<file path="src/pkg/ccrc_pkg.sv">
// constants and types for the core clock ratio configuration block
package ccrc_pkg;
  // ---------------------------------------------------------------
  // timing
  // ---------------------------------------------------------------
  localparam int CLK_MHZ    = 50;
  localparam int SETTLE_NS  = 100;
  localparam int SETTLE_CYC = (SETTLE_NS * CLK_MHZ + 999) / 1000;
  localparam int FRAME_CYC  = 12;
  localparam int HALF_1_1   = 6;
  localparam int HALF_2_1   = 3;
  localparam int HALF_3_1   = 2;
  localparam int HALF_3_2   = 4;
  // ---------------------------------------------------------------
  // select codes and fields
  // ---------------------------------------------------------------
  localparam logic [3:0] CODE_BYPASS = 4'h3;
  localparam logic [3:0] CODE_OFF    = 4'hf;
  localparam logic [1:0] RF_1_1      = 2'h0;
  localparam logic [1:0] RF_2_1      = 2'h1;
  localparam logic [1:0] RF_3_1      = 2'h2;
  localparam logic [1:0] RF_3_2      = 2'h3;
  localparam logic [1:0] MF_X2       = 2'h0;
  localparam logic [1:0] MF_X4       = 2'h1;
  localparam logic [1:0] MF_X8       = 2'h2;
  // ---------------------------------------------------------------
  // register map
  // ---------------------------------------------------------------
  localparam logic [4:0] OFS_CTRL    = 5'h00;
  localparam logic [4:0] OFS_STATUS  = 5'h04;
  localparam logic [4:0] OFS_TXDATA  = 5'h08;
  localparam logic [4:0] OFS_RXDATA  = 5'h0c;
  localparam logic [4:0] OFS_CORECNT = 5'h10;
  localparam int CTRL_TCLK_EN = 0;
  localparam int ST_BYPASS    = 8;
  localparam int ST_OFF       = 9;
  localparam int ST_UNSUP     = 10;
  localparam int ST_VALID     = 11;
  localparam int ST_PINCHG    = 12;
  localparam logic CTRL_RST   = 1'b1;
  typedef enum logic [1:0] {RATIO_1_1, RATIO_2_1, RATIO_3_1, RATIO_3_2} ccrc_ratio_e;
endpackage : ccrc_pkg

</file>
<file path="src/pkg/ccrc_cfg_if.sv">
// decoded clock configuration passed from decoder to phase generator
`timescale 1ns/1ps
interface ccrc_cfg_if;
  ccrc_pkg::ccrc_ratio_e ratio;
  logic [1:0]            mult;
  logic                  bypass;
  logic                  clkOff;
  logic                  unsup;
  modport dec (output ratio, output mult, output bypass, output clkOff, output unsup);
  modport gen (input ratio, input mult, input bypass, input clkOff, input unsup);
endinterface : ccrc_cfg_if

</file>
<file path="src/verilog/ccrc_phase_gen.sv">
// makes bus and core clock phases from the reference clock
`timescale 1ns/1ps
module ccrc_phase_gen (
  input  wire logic clk,
  input  wire logic srst,
  input  wire logic run,
  ccrc_cfg_if.gen   cfg,
  output logic      busRise,
  output logic      coreRise,
  output logic      coreClk,
  output logic      busClk
);
  logic [3:0] frameCntFf;
  logic [2:0] halfCntFf;
  logic [2:0] halfLast;
  logic       oddFrameFf;
  logic       active;

  // ---------------------------------------------------------------
  // half period of the core clock per ratio
  // ---------------------------------------------------------------
  always_comb begin
    active = run && !cfg.clkOff && !cfg.unsup;               // RULE6 RULE12
    unique case (cfg.ratio)
      ccrc_pkg::RATIO_1_1: halfLast = 3'(ccrc_pkg::HALF_1_1 - 1);
      ccrc_pkg::RATIO_2_1: halfLast = 3'(ccrc_pkg::HALF_2_1 - 1);
      ccrc_pkg::RATIO_3_1: halfLast = 3'(ccrc_pkg::HALF_3_1 - 1);
      ccrc_pkg::RATIO_3_2: halfLast = 3'(ccrc_pkg::HALF_3_2 - 1);
    endcase
  end

  // frame counter, one bus period per frame, with frame parity
  always_ff @(posedge clk) begin
    if (srst || !active) begin
      frameCntFf <= 4'h0;
      oddFrameFf <= 1'b0;
      busClk     <= 1'b0;
      busRise    <= 1'b0;
    end else begin
      frameCntFf <= (frameCntFf == 4'(ccrc_pkg::FRAME_CYC - 1)) ? 4'h0 : frameCntFf + 4'h1;
      if (frameCntFf == 4'(ccrc_pkg::FRAME_CYC - 1)) begin
        oddFrameFf <= !oddFrameFf;   // 1.5:1 only meets the bus every second frame
      end
      busRise    <= (frameCntFf == 4'h0);                                  // RULE9
      busClk     <= (frameCntFf < 4'(ccrc_pkg::FRAME_CYC / 2));
    end
  end

  // core clock, realigned every second bus frame where all ratios meet
  always_ff @(posedge clk) begin
    if (srst || !active) begin
      halfCntFf <= 3'h0;
      coreClk   <= 1'b0;
      coreRise  <= 1'b0;
    end else if (frameCntFf == 4'h0 && !oddFrameFf) begin
      halfCntFf <= 3'h0;
      coreClk   <= 1'b1;
      coreRise  <= 1'b1;
    end else if (halfCntFf == halfLast) begin
      halfCntFf <= 3'h0;
      coreClk   <= !coreClk;                                               // RULE9
      coreRise  <= !coreClk;
    end else begin
      halfCntFf <= halfCntFf + 3'h1;
      coreRise  <= 1'b0;
    end
  end
endmodule : ccrc_phase_gen

</file>
<file path="src/verilog/ccrc_ratio_decode.sv">
// decodes the latched select code into ratio, multiplier and mode
`timescale 1ns/1ps
module ccrc_ratio_decode (
  input  wire logic [3:0] code,
  ccrc_cfg_if.dec         cfg
);
  // ---------------------------------------------------------------
  // field split and legal code check
  // ---------------------------------------------------------------
  always_comb begin
    cfg.mult   = code[1:0];          // RULE7
    cfg.bypass = 1'b0;
    cfg.clkOff = 1'b0;
    cfg.unsup  = 1'b0;
    unique case (code[3:2])          // RULE7
      ccrc_pkg::RF_1_1: cfg.ratio = ccrc_pkg::RATIO_1_1;   // RULE3
      ccrc_pkg::RF_2_1: cfg.ratio = ccrc_pkg::RATIO_2_1;   // RULE4
      ccrc_pkg::RF_3_1: cfg.ratio = ccrc_pkg::RATIO_3_1;   // RULE4
      ccrc_pkg::RF_3_2: cfg.ratio = ccrc_pkg::RATIO_3_2;   // RULE4
    endcase
    if (code == ccrc_pkg::CODE_BYPASS) begin
      cfg.ratio  = ccrc_pkg::RATIO_1_1;                    // RULE5
      cfg.bypass = 1'b1;
    end else if (code == ccrc_pkg::CODE_OFF) begin
      cfg.clkOff = 1'b1;                                   // RULE6
    end else begin
      unique case (code)
        4'h0, 4'h1, 4'h2, 4'h4, 4'h5, 4'h8, 4'hc: cfg.unsup = 1'b0;
        default: cfg.unsup = 1'b1;                         // RULE12
      endcase
    end
  end
endmodule : ccrc_ratio_decode

</file>
<file path="src/verilog/ccrc_top.sv">
// top of the core clock ratio configuration block
//
// Summary of operation
// RULE1: test clock output toggles at core rate
// RULE2: board keeps select pins steady while running
// RULE3: codes 0000 to 0010 give 1:1
// RULE4: 0100/0101 2:1, 1000 3:1, 1100 1.5:1
// RULE5: code 0011 bypasses, core equals bus clock
// RULE6: clock-off mode makes no internal clocks
// RULE7: upper pins ratio, lower pins multiplier
// RULE8: board keeps PLL between 100 and 200 MHz
// RULE9: bus at core, half, third, two thirds
// RULE10: bus in/out only on bus rising edge
// RULE11: board keeps reference clock steady
// RULE12: unlisted codes are unsupported, no clocks
//
// Implementation choices: the register addresses and the Avalon-MM slave port.
`timescale 1ns/1ps
module ccrc_top #(
  parameter int BUS_W = 32
) (
  input  wire logic             clk,
  input  wire logic             srst,
  input  wire logic [3:0]       clockRatioSelectPins,
  input  wire logic [BUS_W-1:0] busIn,
  output logic      [BUS_W-1:0] busOut,
  output logic                  busClkOut,
  output logic                  testClkOut,
  input  wire logic [4:0]       avs_address,
  input  wire logic             avs_read,
  input  wire logic             avs_write,
  input  wire logic [31:0]      avs_writedata,
  input  wire logic [3:0]       avs_byteenable,
  output logic      [31:0]      avs_readdata,
  output logic                  avs_waitrequest
);
  typedef enum {CFG_SETTLE, CFG_RUN} ccrc_cfg_e;

  ccrc_cfg_e        stateFf;
  logic [3:0]       selMetaFf;
  logic [3:0]       selSyncFf;
  logic [BUS_W-1:0] inMetaFf;
  logic [BUS_W-1:0] inSyncFf;
  logic [3:0]       codeFf;
  logic [3:0]       settleCntFf;
  logic             pinChgFf;
  logic             tclkEnFf;
  logic [31:0]      txDataFf;
  logic [BUS_W-1:0] rxDataFf;
  logic [31:0]      coreCntFf;
  logic             run;
  logic             busRise;
  logic             coreRise;
  logic             coreClk;
  logic             busClk;
  logic             take;
  logic             wrStatus;
  logic [31:0]      statusWord;
  logic [31:0]      rdMux;

  ccrc_cfg_if cfgIf ();

  // ---------------------------------------------------------------
  // pin synchronisers
  // ---------------------------------------------------------------
  always_ff @(posedge clk) begin
    if (srst) begin
      selMetaFf <= 4'h0;
      selSyncFf <= 4'h0;
    end else begin
      selMetaFf <= clockRatioSelectPins;
      selSyncFf <= selMetaFf;
    end
  end

  // bus input synchroniser
  always_ff @(posedge clk) begin
    if (srst) begin
      inMetaFf <= '0;
      inSyncFf <= '0;
    end else begin
      inMetaFf <= busIn;
      inSyncFf <= inMetaFf;
    end
  end

  // ---------------------------------------------------------------
  // strap capture after reset release
  // ---------------------------------------------------------------
  always_ff @(posedge clk) begin
    if (srst) begin
      stateFf     <= CFG_SETTLE;
      settleCntFf <= 4'h0;
      codeFf      <= 4'h0;
    end else begin
      unique case (stateFf)
        CFG_SETTLE: begin
          settleCntFf <= settleCntFf + 4'h1;
          if (settleCntFf == 4'(ccrc_pkg::SETTLE_CYC - 1)) begin
            codeFf  <= selSyncFf;   // straps read once, held for the run
            stateFf <= CFG_RUN;
          end
        end
        CFG_RUN: stateFf <= CFG_RUN;
      endcase
    end
  end

  assign run = (stateFf == CFG_RUN);

  // pins moving while running are flagged, set wins over clear
  always_ff @(posedge clk) begin
    if (srst) begin
      pinChgFf <= 1'b0;
    end else if (run && selSyncFf != codeFf) begin
      pinChgFf <= 1'b1;                                   // RULE2
    end else if (wrStatus && avs_byteenable[1] && avs_writedata[ccrc_pkg::ST_PINCHG]) begin
      pinChgFf <= 1'b0;
    end
  end

  // ---------------------------------------------------------------
  // decode and phase generation
  // ---------------------------------------------------------------
  ccrc_ratio_decode u_dec (
    .code (codeFf),
    .cfg  (cfgIf.dec)
  );

  ccrc_phase_gen u_gen (
    .clk      (clk),
    .srst     (srst),
    .run      (run),
    .cfg      (cfgIf.gen),
    .busRise  (busRise),
    .coreRise (coreRise),
    .coreClk  (coreClk),
    .busClk   (busClk)
  );

  // ---------------------------------------------------------------
  // pin outputs
  // ---------------------------------------------------------------
  always_ff @(posedge clk) begin
    if (srst) begin
      testClkOut <= 1'b0;
      busClkOut  <= 1'b0;
    end else begin
      testClkOut <= coreClk && tclkEnFf;                  // RULE1
      busClkOut  <= busClk;
    end
  end

  // bus data moves only at the bus rising edge
  always_ff @(posedge clk) begin
    if (srst) begin
      busOut   <= '0;
      rxDataFf <= '0;
    end else if (busRise) begin
      busOut   <= txDataFf[BUS_W-1:0];                    // RULE10
      rxDataFf <= inSyncFf;                               // RULE10
    end
  end

  // core activity counter, shows the core clock runs
  always_ff @(posedge clk) begin
    if (srst) begin
      coreCntFf <= 32'h0;
    end else if (coreRise) begin
      coreCntFf <= coreCntFf + 32'h1;
    end
  end

  // ---------------------------------------------------------------
  // avalon slave, one wait cycle per access
  // ---------------------------------------------------------------
  assign take     = (avs_read || avs_write) && !avs_waitrequest;
  assign wrStatus = take && avs_write && avs_address == ccrc_pkg::OFS_STATUS;

  always_comb begin
    statusWord = 32'h0;
    statusWord[3:0]                 = codeFf;
    statusWord[5:4]                 = 2'(cfgIf.ratio);
    statusWord[7:6]                 = cfgIf.mult;
    statusWord[ccrc_pkg::ST_BYPASS] = cfgIf.bypass;
    statusWord[ccrc_pkg::ST_OFF]    = cfgIf.clkOff;
    statusWord[ccrc_pkg::ST_UNSUP]  = cfgIf.unsup;
    statusWord[ccrc_pkg::ST_VALID]  = run;
    statusWord[ccrc_pkg::ST_PINCHG] = pinChgFf;
  end

  // read mux, unmapped reads as zero
  always_comb begin
    rdMux = 32'h0;
    unique case (avs_address)
      ccrc_pkg::OFS_CTRL:    rdMux[ccrc_pkg::CTRL_TCLK_EN] = tclkEnFf;
      ccrc_pkg::OFS_STATUS:  rdMux = statusWord;
      ccrc_pkg::OFS_TXDATA:  rdMux = txDataFf;
      ccrc_pkg::OFS_RXDATA:  rdMux[BUS_W-1:0] = rxDataFf;
      ccrc_pkg::OFS_CORECNT: rdMux = coreCntFf;
      default:               rdMux = 32'h0;
    endcase
  end

  // waitrequest drops for one cycle after a request shows
  always_ff @(posedge clk) begin
    if (srst) begin
      avs_waitrequest <= 1'b1;
      avs_readdata    <= 32'h0;
    end else if ((avs_read || avs_write) && avs_waitrequest) begin
      avs_waitrequest <= 1'b0;
      avs_readdata    <= rdMux;
    end else begin
      avs_waitrequest <= 1'b1;
    end
  end

  // writable registers with byte lanes
  always_ff @(posedge clk) begin
    if (srst) begin
      tclkEnFf <= ccrc_pkg::CTRL_RST;
      txDataFf <= 32'h0;
    end else if (take && avs_write) begin
      if (avs_address == ccrc_pkg::OFS_CTRL && avs_byteenable[0]) begin
        tclkEnFf <= avs_writedata[ccrc_pkg::CTRL_TCLK_EN];
      end
      if (avs_address == ccrc_pkg::OFS_TXDATA) begin
        for (int b = 0; b < 4; b++) begin
          if (avs_byteenable[b]) begin
            txDataFf[b*8 +: 8] <= avs_writedata[b*8 +: 8];
          end
        end
      end
    end
  end
endmodule : ccrc_top
</file>
<file path="config.mk">
export PLATFORM = sky130hd
export DESIGN_NAME = ccrc_top
export DESIGN_NICKNAME = d
export VERILOG_FILES = /design/src/pkg/ccrc_pkg.sv /design/src/pkg/ccrc_cfg_if.sv /design/src/verilog/ccrc_phase_gen.sv /design/src/verilog/ccrc_ratio_decode.sv /design/src/verilog/ccrc_top.sv
export SDC_FILE = /design/constraint.sdc
export NUM_CORES = 1
export LEC_CHECK = 0
export BUFFER_PORTS_ARGS = -buffer_cell sky130_fd_sc_hd__buf_4
export CAP_MARGIN = 0
export CORE_MARGIN = 4
export CORE_UTILIZATION = 58
export DETAILED_ROUTE_END_ITERATION = 8
export GPL_ROUTABILITY_DRIVEN = 1
export PLACE_DENSITY = 0.83
export SLEW_MARGIN = 20
export SYNTH_ARGS = -nofsm -noshare
export SYNTH_HDL_FRONTEND = slang
export SYNTH_SLANG_ARGS = --single-unit
</file>
<file path="constraint.sdc">
create_clock -name clk -period 6.7 [get_ports clk]
set_clock_uncertainty 0.15 [all_clocks]
set_input_delay 0 -clock clk [delete_from_list [all_inputs] [get_ports clk]]
set_output_delay 0 -clock clk [all_outputs]
set_load 0.005 [all_outputs]
</file>
* Word-level counts from Yosys, hierarchy flattened
Index checks and enable logic that the tools add are counted.
Widths: inputs -> output; s select.
** Operators by class
- Add/sub/neg operators :: 4
- Multiply operators :: 0
- Divide/modulo/power cells :: 0
- Magnitude comparators :: 1
- Eq/ne operators :: 25
- Shift-type cells :: 0
- Mux-type cells :: 20
- Bitwise gates (word level) :: 0
- Reductions and logical operators :: 37
** Operator list (number)
- $pmux 31 s4 :: 1
- $pmux 32 s2 :: 1
- $add 32x1->32 const B :: 1
- $eq 32x1->1 const B :: 1
- $eq 32x2->1 const B :: 1
- $logic_not 32->1 :: 1
- $mux 32 :: 1
- $eq 4x4->1 const B :: 4
- $mux 1 :: 13
- $eq 4x3->1 const B :: 3
- $logic_and 1x1->1 :: 12
- $pmux 3 s4 :: 1
- $reduce_and 3->1 :: 4
- $eq 5x4->1 const B :: 2
- $add 4x1->4 const B :: 2
- $eq 2x2->1 const B :: 4
- $eq 4x2->1 const B :: 2
- $logic_not 4->1 :: 2
- $pmux 2 s4 :: 1
- $reduce_or 7->1 :: 1
- $logic_not 1->1 :: 6
- $eq 5x3->1 const B :: 1
- $eq 5x5->1 const B :: 1
- $logic_not 5->1 :: 1
- 15 further kinds :: 20
** Storage, ports and cells
- Register bits :: 289
- Latch bits :: 0
- Memory bits (writable) :: 0
- ROM bits :: 0
- Output and inout bits :: 67
- Memories :: 0

* Logic depth before layout (Yosys ltp)
- Depth after elaboration :: 10
- Depth in mapped cells :: 8
- Depth with buffers taken out :: 6

* Modules after synthesis
Synthesis repeated with hierarchy kept, for this count alone.
** Second synthesis, totals
- Cells, all modules :: 963
- Area total of the unflattened synthesis :: 9733.1 µm²
** Modules (own cells, without submodules)
- ccrc_top :: instances 1, cells an instance 899, area each 9127.5 µm²
- ccrc_phase_gen :: instances 1, cells an instance 54, area each 544.3 µm²
- ccrc_ratio_decode :: instances 1, cells an instance 10, area each 61.3 µm²

* Worst setup path before layout
Ideal clock, no wire load.
- Path kind :: register to register
- From :: register coreCntFf[0]
- To :: register coreCntFf[22]
- Library setup time :: 70 ps
- Arrival :: 1967 ps
- Data required time :: 6480 ps
- Slack :: 4513 ps
- Stages on the path, launching flop included :: 8
- Path buffers :: 2
- Clock period less this slack :: 2187 ps
- Path through :: dfxtp_1 -> ha_1 -> and4_1 -> buf_4 -> or4b_1 -> buf_2 -> or4_1 -> a21oi_1
** Between the ends
- Word-level cells in the longest chain between the ends :: 1
** RTL lines
- start, declared :: line ccrc_top.sv:50 : logic [31:0] coreCntFf;
- start signal, assigned :: line ccrc_top.sv:170 : coreCntFf <= coreCntFf + 32'h1;
- $add 32x1->32 :: line ccrc_top.sv:170
No other way between the ends.
A chain may end at the register's enable or synchronous reset.

* Worst setup path after layout
- From :: register avs_waitrequest
- To :: register txDataFf[2]
** Between the ends
- Word-level cells in the longest chain between the ends :: 4
** RTL lines
- start, declared :: line ccrc_top.sv:35 : output logic avs_waitrequest
- start signal, assigned :: line ccrc_top.sv:208 : avs_waitrequest <= 1'b1;
- start signal, assigned :: line ccrc_top.sv:211 : avs_waitrequest <= 1'b0;
- start signal, assigned :: line ccrc_top.sv:214 : avs_waitrequest <= 1'b1;
- $logic_not 1->1 :: line ccrc_top.sv:177 : assign take = (avs_read || avs_write) && !avs_waitrequest;
- $logic_and 1x1->1 :: line ccrc_top.sv:177
- $logic_and 1x1->1 :: line ccrc_top.sv:223 : end else if (take && avs_write) begin
- $reduce_and 3->1 (no source line)
- end signal, assigned by index :: line ccrc_top.sv:230 : txDataFf[b*8 +: 8] <= avs_writedata[b*8 +: 8];
- end, declared :: line ccrc_top.sv:48 : logic [31:0] txDataFf;
No other way between the ends.

==> key figures <==
Run status
  – Outcome: finished clean

Clock network
  – Skew-Pair Late Insertion Delay: 0.53 ns
  – Sink Count: 258
  – CTS H-tree depth: 1
  – Clk buf depth: 3
  – Num CTS Buffers: 26
  – TritonCTS clock tree: yes
  – Postcts setup bufs: 0
  – Root buffer cell: clkbuf_16
  – Reg clk slew, reported paths: 0.06 ns

Synth
  – Avg Cell Area, Syn: 9.59 sq um
  – Most frequent cell after synthesis: dfxtp_1
  – Synth async-reset ratio: 0%
  – Register area share after synthesis: 52.6%
  – Post-synth top cells: dfxtp_1, nor2_1, nand2_1, mux2i_1, nor2b_1
  – Distinct cell type count after synthesis: 52
  – Ys Warns: 0
  – Leading area contributor after synthesis: dfxtp_1
  – Multiplexer share of the synthesized area: 11.8%
  – Area fraction of the dominant cell type after synthesis: 52.6%
  – Main combinational cell family by area after synthesis: simple AND/OR/NAND/NOR gates
  – Synthesized Nets: 1112
  – Synth Area in XOR/XNOR: 1.78%
  – Cell Area, Synth: 9830 sq um
  – Most used DFF post-synth: dfxtp_1
  – Top cells by area, synth: dfxtp_1, mux2i_1, nor2b_1
  – Post-synthesis adder-cell area fraction: 0.764%
  – Synth Area in Compound Gates: 9.59%
  – Cells after Synth: 1025
  – Flops & latches, synth: 258
  – Simple-gate area share of the yosys netlist: 19.9%
  – Number of synthesized flops with an enable pin: 0

Finish
  – Share of layout cells above drive strength 1: 17.3%
  – Nets: 1384
  – Area growth syn-to-layout: 37.8%
  – Finished Cell Area: 13500 sq um
  – Antenna diodes: 0
  – Fillers: 893

Power and ir drop
  – Total power: 0.00328 W
  – Max VDD drop: 0.000213 V
  – Power Density: 242 nW/um^2
  – Combinational share of power: 6.2%
  – LEAKAGE: 5.26 nW
  – Sw frac: 21.9%
  – Sequential share of power: 48.0%
  – Internal power: 0.00256 W
  – Power share of the clock group: 45.7%
  – Switching power: 0.000718 W

Critical path
  – WS Path Type: flip-flop to flip-flop
  – Worst EP required: 7.01 ns
  – Crit Path Max Fanout: 8
  – R2R cell count: 6
  – CP Capture Point: txDataFf[2]
  – Crit path DAT: 3.63 ns
  – CP startpoint kind: flip-flop
  – Reg-to-reg endpoint: txDataFf[2]
  – Register-to-Register Setup Slack: 3.38 ns
  – R2R Path Start: avs_waitrequest
  – CP endpoint kind: flip-flop
  – Crit path launch: avs_waitrequest

STA
  – Worst slew pin tran: 1.06 ns
  – Final Hold Vio Count: 0
  – Unrepaired setup endpoints after global routing: no
  – Setup_tns: 0 ns
  – Relative slew slack: 29.6%
  – Min Tclk post-route: 3.32 ns
  – Setup slack after layout: 3.38 ns
  – Final setup viols: 0
  – Fmax achieved: 301 MHz
  – Final period utilization: 49.5%
  – Slew Viols, Final: 0

Detailed routing
  – Vias after detailed routing: 8939
  – Initial DRC count: 1026
  – DRT Pass-1 Iters: 6
  – DRC: 0
  – Antenna Nets Post-Route: 0
  – Vias per Instance: 5.82
  – DR WL/cell: 19.9 microns
  – Final WL: 30.6 mm

Floorplanning
  – Cell Rows: 47
  – Die W: 138 microns
  – Die H: 138 microns
  – Die area: 19100 sq um
  – # IOs: 148
  – Starting Density: 59.3%
  – Core ar.: 16600 sq um

Min path
  – Hold Path Class: primary input to flip-flop
  – Hold path depth: 3
  – Min-delay src: busIn[18]

GRT
  – First-pass GRT wire length: 49.0 mm
  – Initial antenna violation count: 1
  – Largest net degree at the start of global routing: 130
  – All-Layer GR Usage: 31.2%
  – Number of global-route vias before repair: 9164
  – Grt ovf: 0

Place
  – Pre-CTS setup slack: 4.23 ns
  – Port bufs: 147
  – Post-DP Area: 11000 sq um
  – Final HPWL DP: 15.5 mm
  – GPL Wtd Cong: 0.898

Job
  – Max-cap viol count: 0
## how the worst min path moves through the flow
| stage | slack [ns] | end |
|---|---|---|
| final | 0.08 | inMetaFf[18] |
| after detailed placement | 0.06 | inMetaFf[6] |
| after global routing | 0.09 | inMetaFf[18] |
| after CTS | 0.07 | inMetaFf[21] |
| after floorplan | -0.05 | avs_waitrequest |
| after global placement | 0.06 | inMetaFf[11] |
## cell usage in the layout, fill, tap and decap left out, types with 9 or more instances in the layout
cell	netlist	routed
dfxtp_1	258	257
dlygate4sd3_1	0	165
buf_4	1	152
nor2_1	114	114
nand2_1	113	113
mux2i_1	87	87
nor2b_1	76	76
a21oi_1	67	67
clkbuf_16	0	27
mux2_2	24	24
o21ai_0	20	20
a32o_1	19	19
or4_1	16	16
o31ai_1	14	14
nand3_1	14	14
inv_1	14	14
xnor2_1	10	10
xor2_1	10	10
nand4_1	10	10
a221oi_1	9	9
## flip-flops by register name, summed over array words and instances, names as in the netlist, 32 cells and up
name	cells
inMetaFf	32
coreCntFf	32
avs_readdata	32
rxDataFf	32
txDataFf	32
busOut	32
inSyncFf	32
## power by group through the flow
stage	sequential [W]	clock [W]	combinational [W]
after floorplan	0.00160	0	0.0000858
after global placement	0.00161	0	0.000142
after detailed placement	0.00161	0	0.000143
after CTS	0.00158	0.00149	0.000192
after global routing	0.00158	0.00156	0.000218
final	0.00158	0.00150	0.000204
## worst max-delay path, stage by stage (launching register included)
cell and delay, ns:
dfxtp_1 0.36, nor3b_1 0.73, and3_1 0.54, nand2_1 0.14, dlygate4sd3_1 0.60, a21oi_1 0.15
dlygate4sd3_1 0.58
## per-layer routing
metal  share of wire (%)  global-route usage (%)  vias to the layer above
met5               0.042                       0                        -
met4                 5.0                    14.1                        2
met3                 8.2                    6.87                      125
met2                  48                    52.1                      481
met1                  39                    38.7                     4246
li1                    -                       -                     4085
## cells by family after synthesis
logic type,Yosys count
flip-flops,258
AO/OA/AOI/OAI,145
adder cells (fa/ha/maj),6
AND/OR/NAND/NOR,395
buffers and inverters,89
multiplexers,112
XOR/XNOR,20
## stage by stage
stage / cells / hold slack, ns / utilization, %
after floorplan: 1025 / -0.0523 / -
after global routing: 1536 / 0.0884 / 81.7
final: 1536 / 0.0769 / 81.7
after global placement: 1323 / 0.0594 / 66.2
after CTS: 1535 / 0.0673 / 81.4
after detailed placement: 1323 / 0.0641 / 66.2
## final cells by class
type | count | area [sq um] | share of cell area (%)
tap | 220 | 275 | 2.03
clock buffer | 35 | 746 | 5.51
timing repair buffer | 319 | 2830 | 20.9
clock inverter | 12 | 138 | 1.02
inverter | 14 | 52.6 | 0.388
multi-input combinational | 678 | 4330 | 32.0
sequential | 258 | 5170 | 38.2
## repair_timing
action | in CTS | in global routing
hold buffers | 165 | 0
gates resized for setup | 0 | 0
endpoints found under the hold margin | 177 | 0
Note: power is estimated with default switching activity, not from simulation.
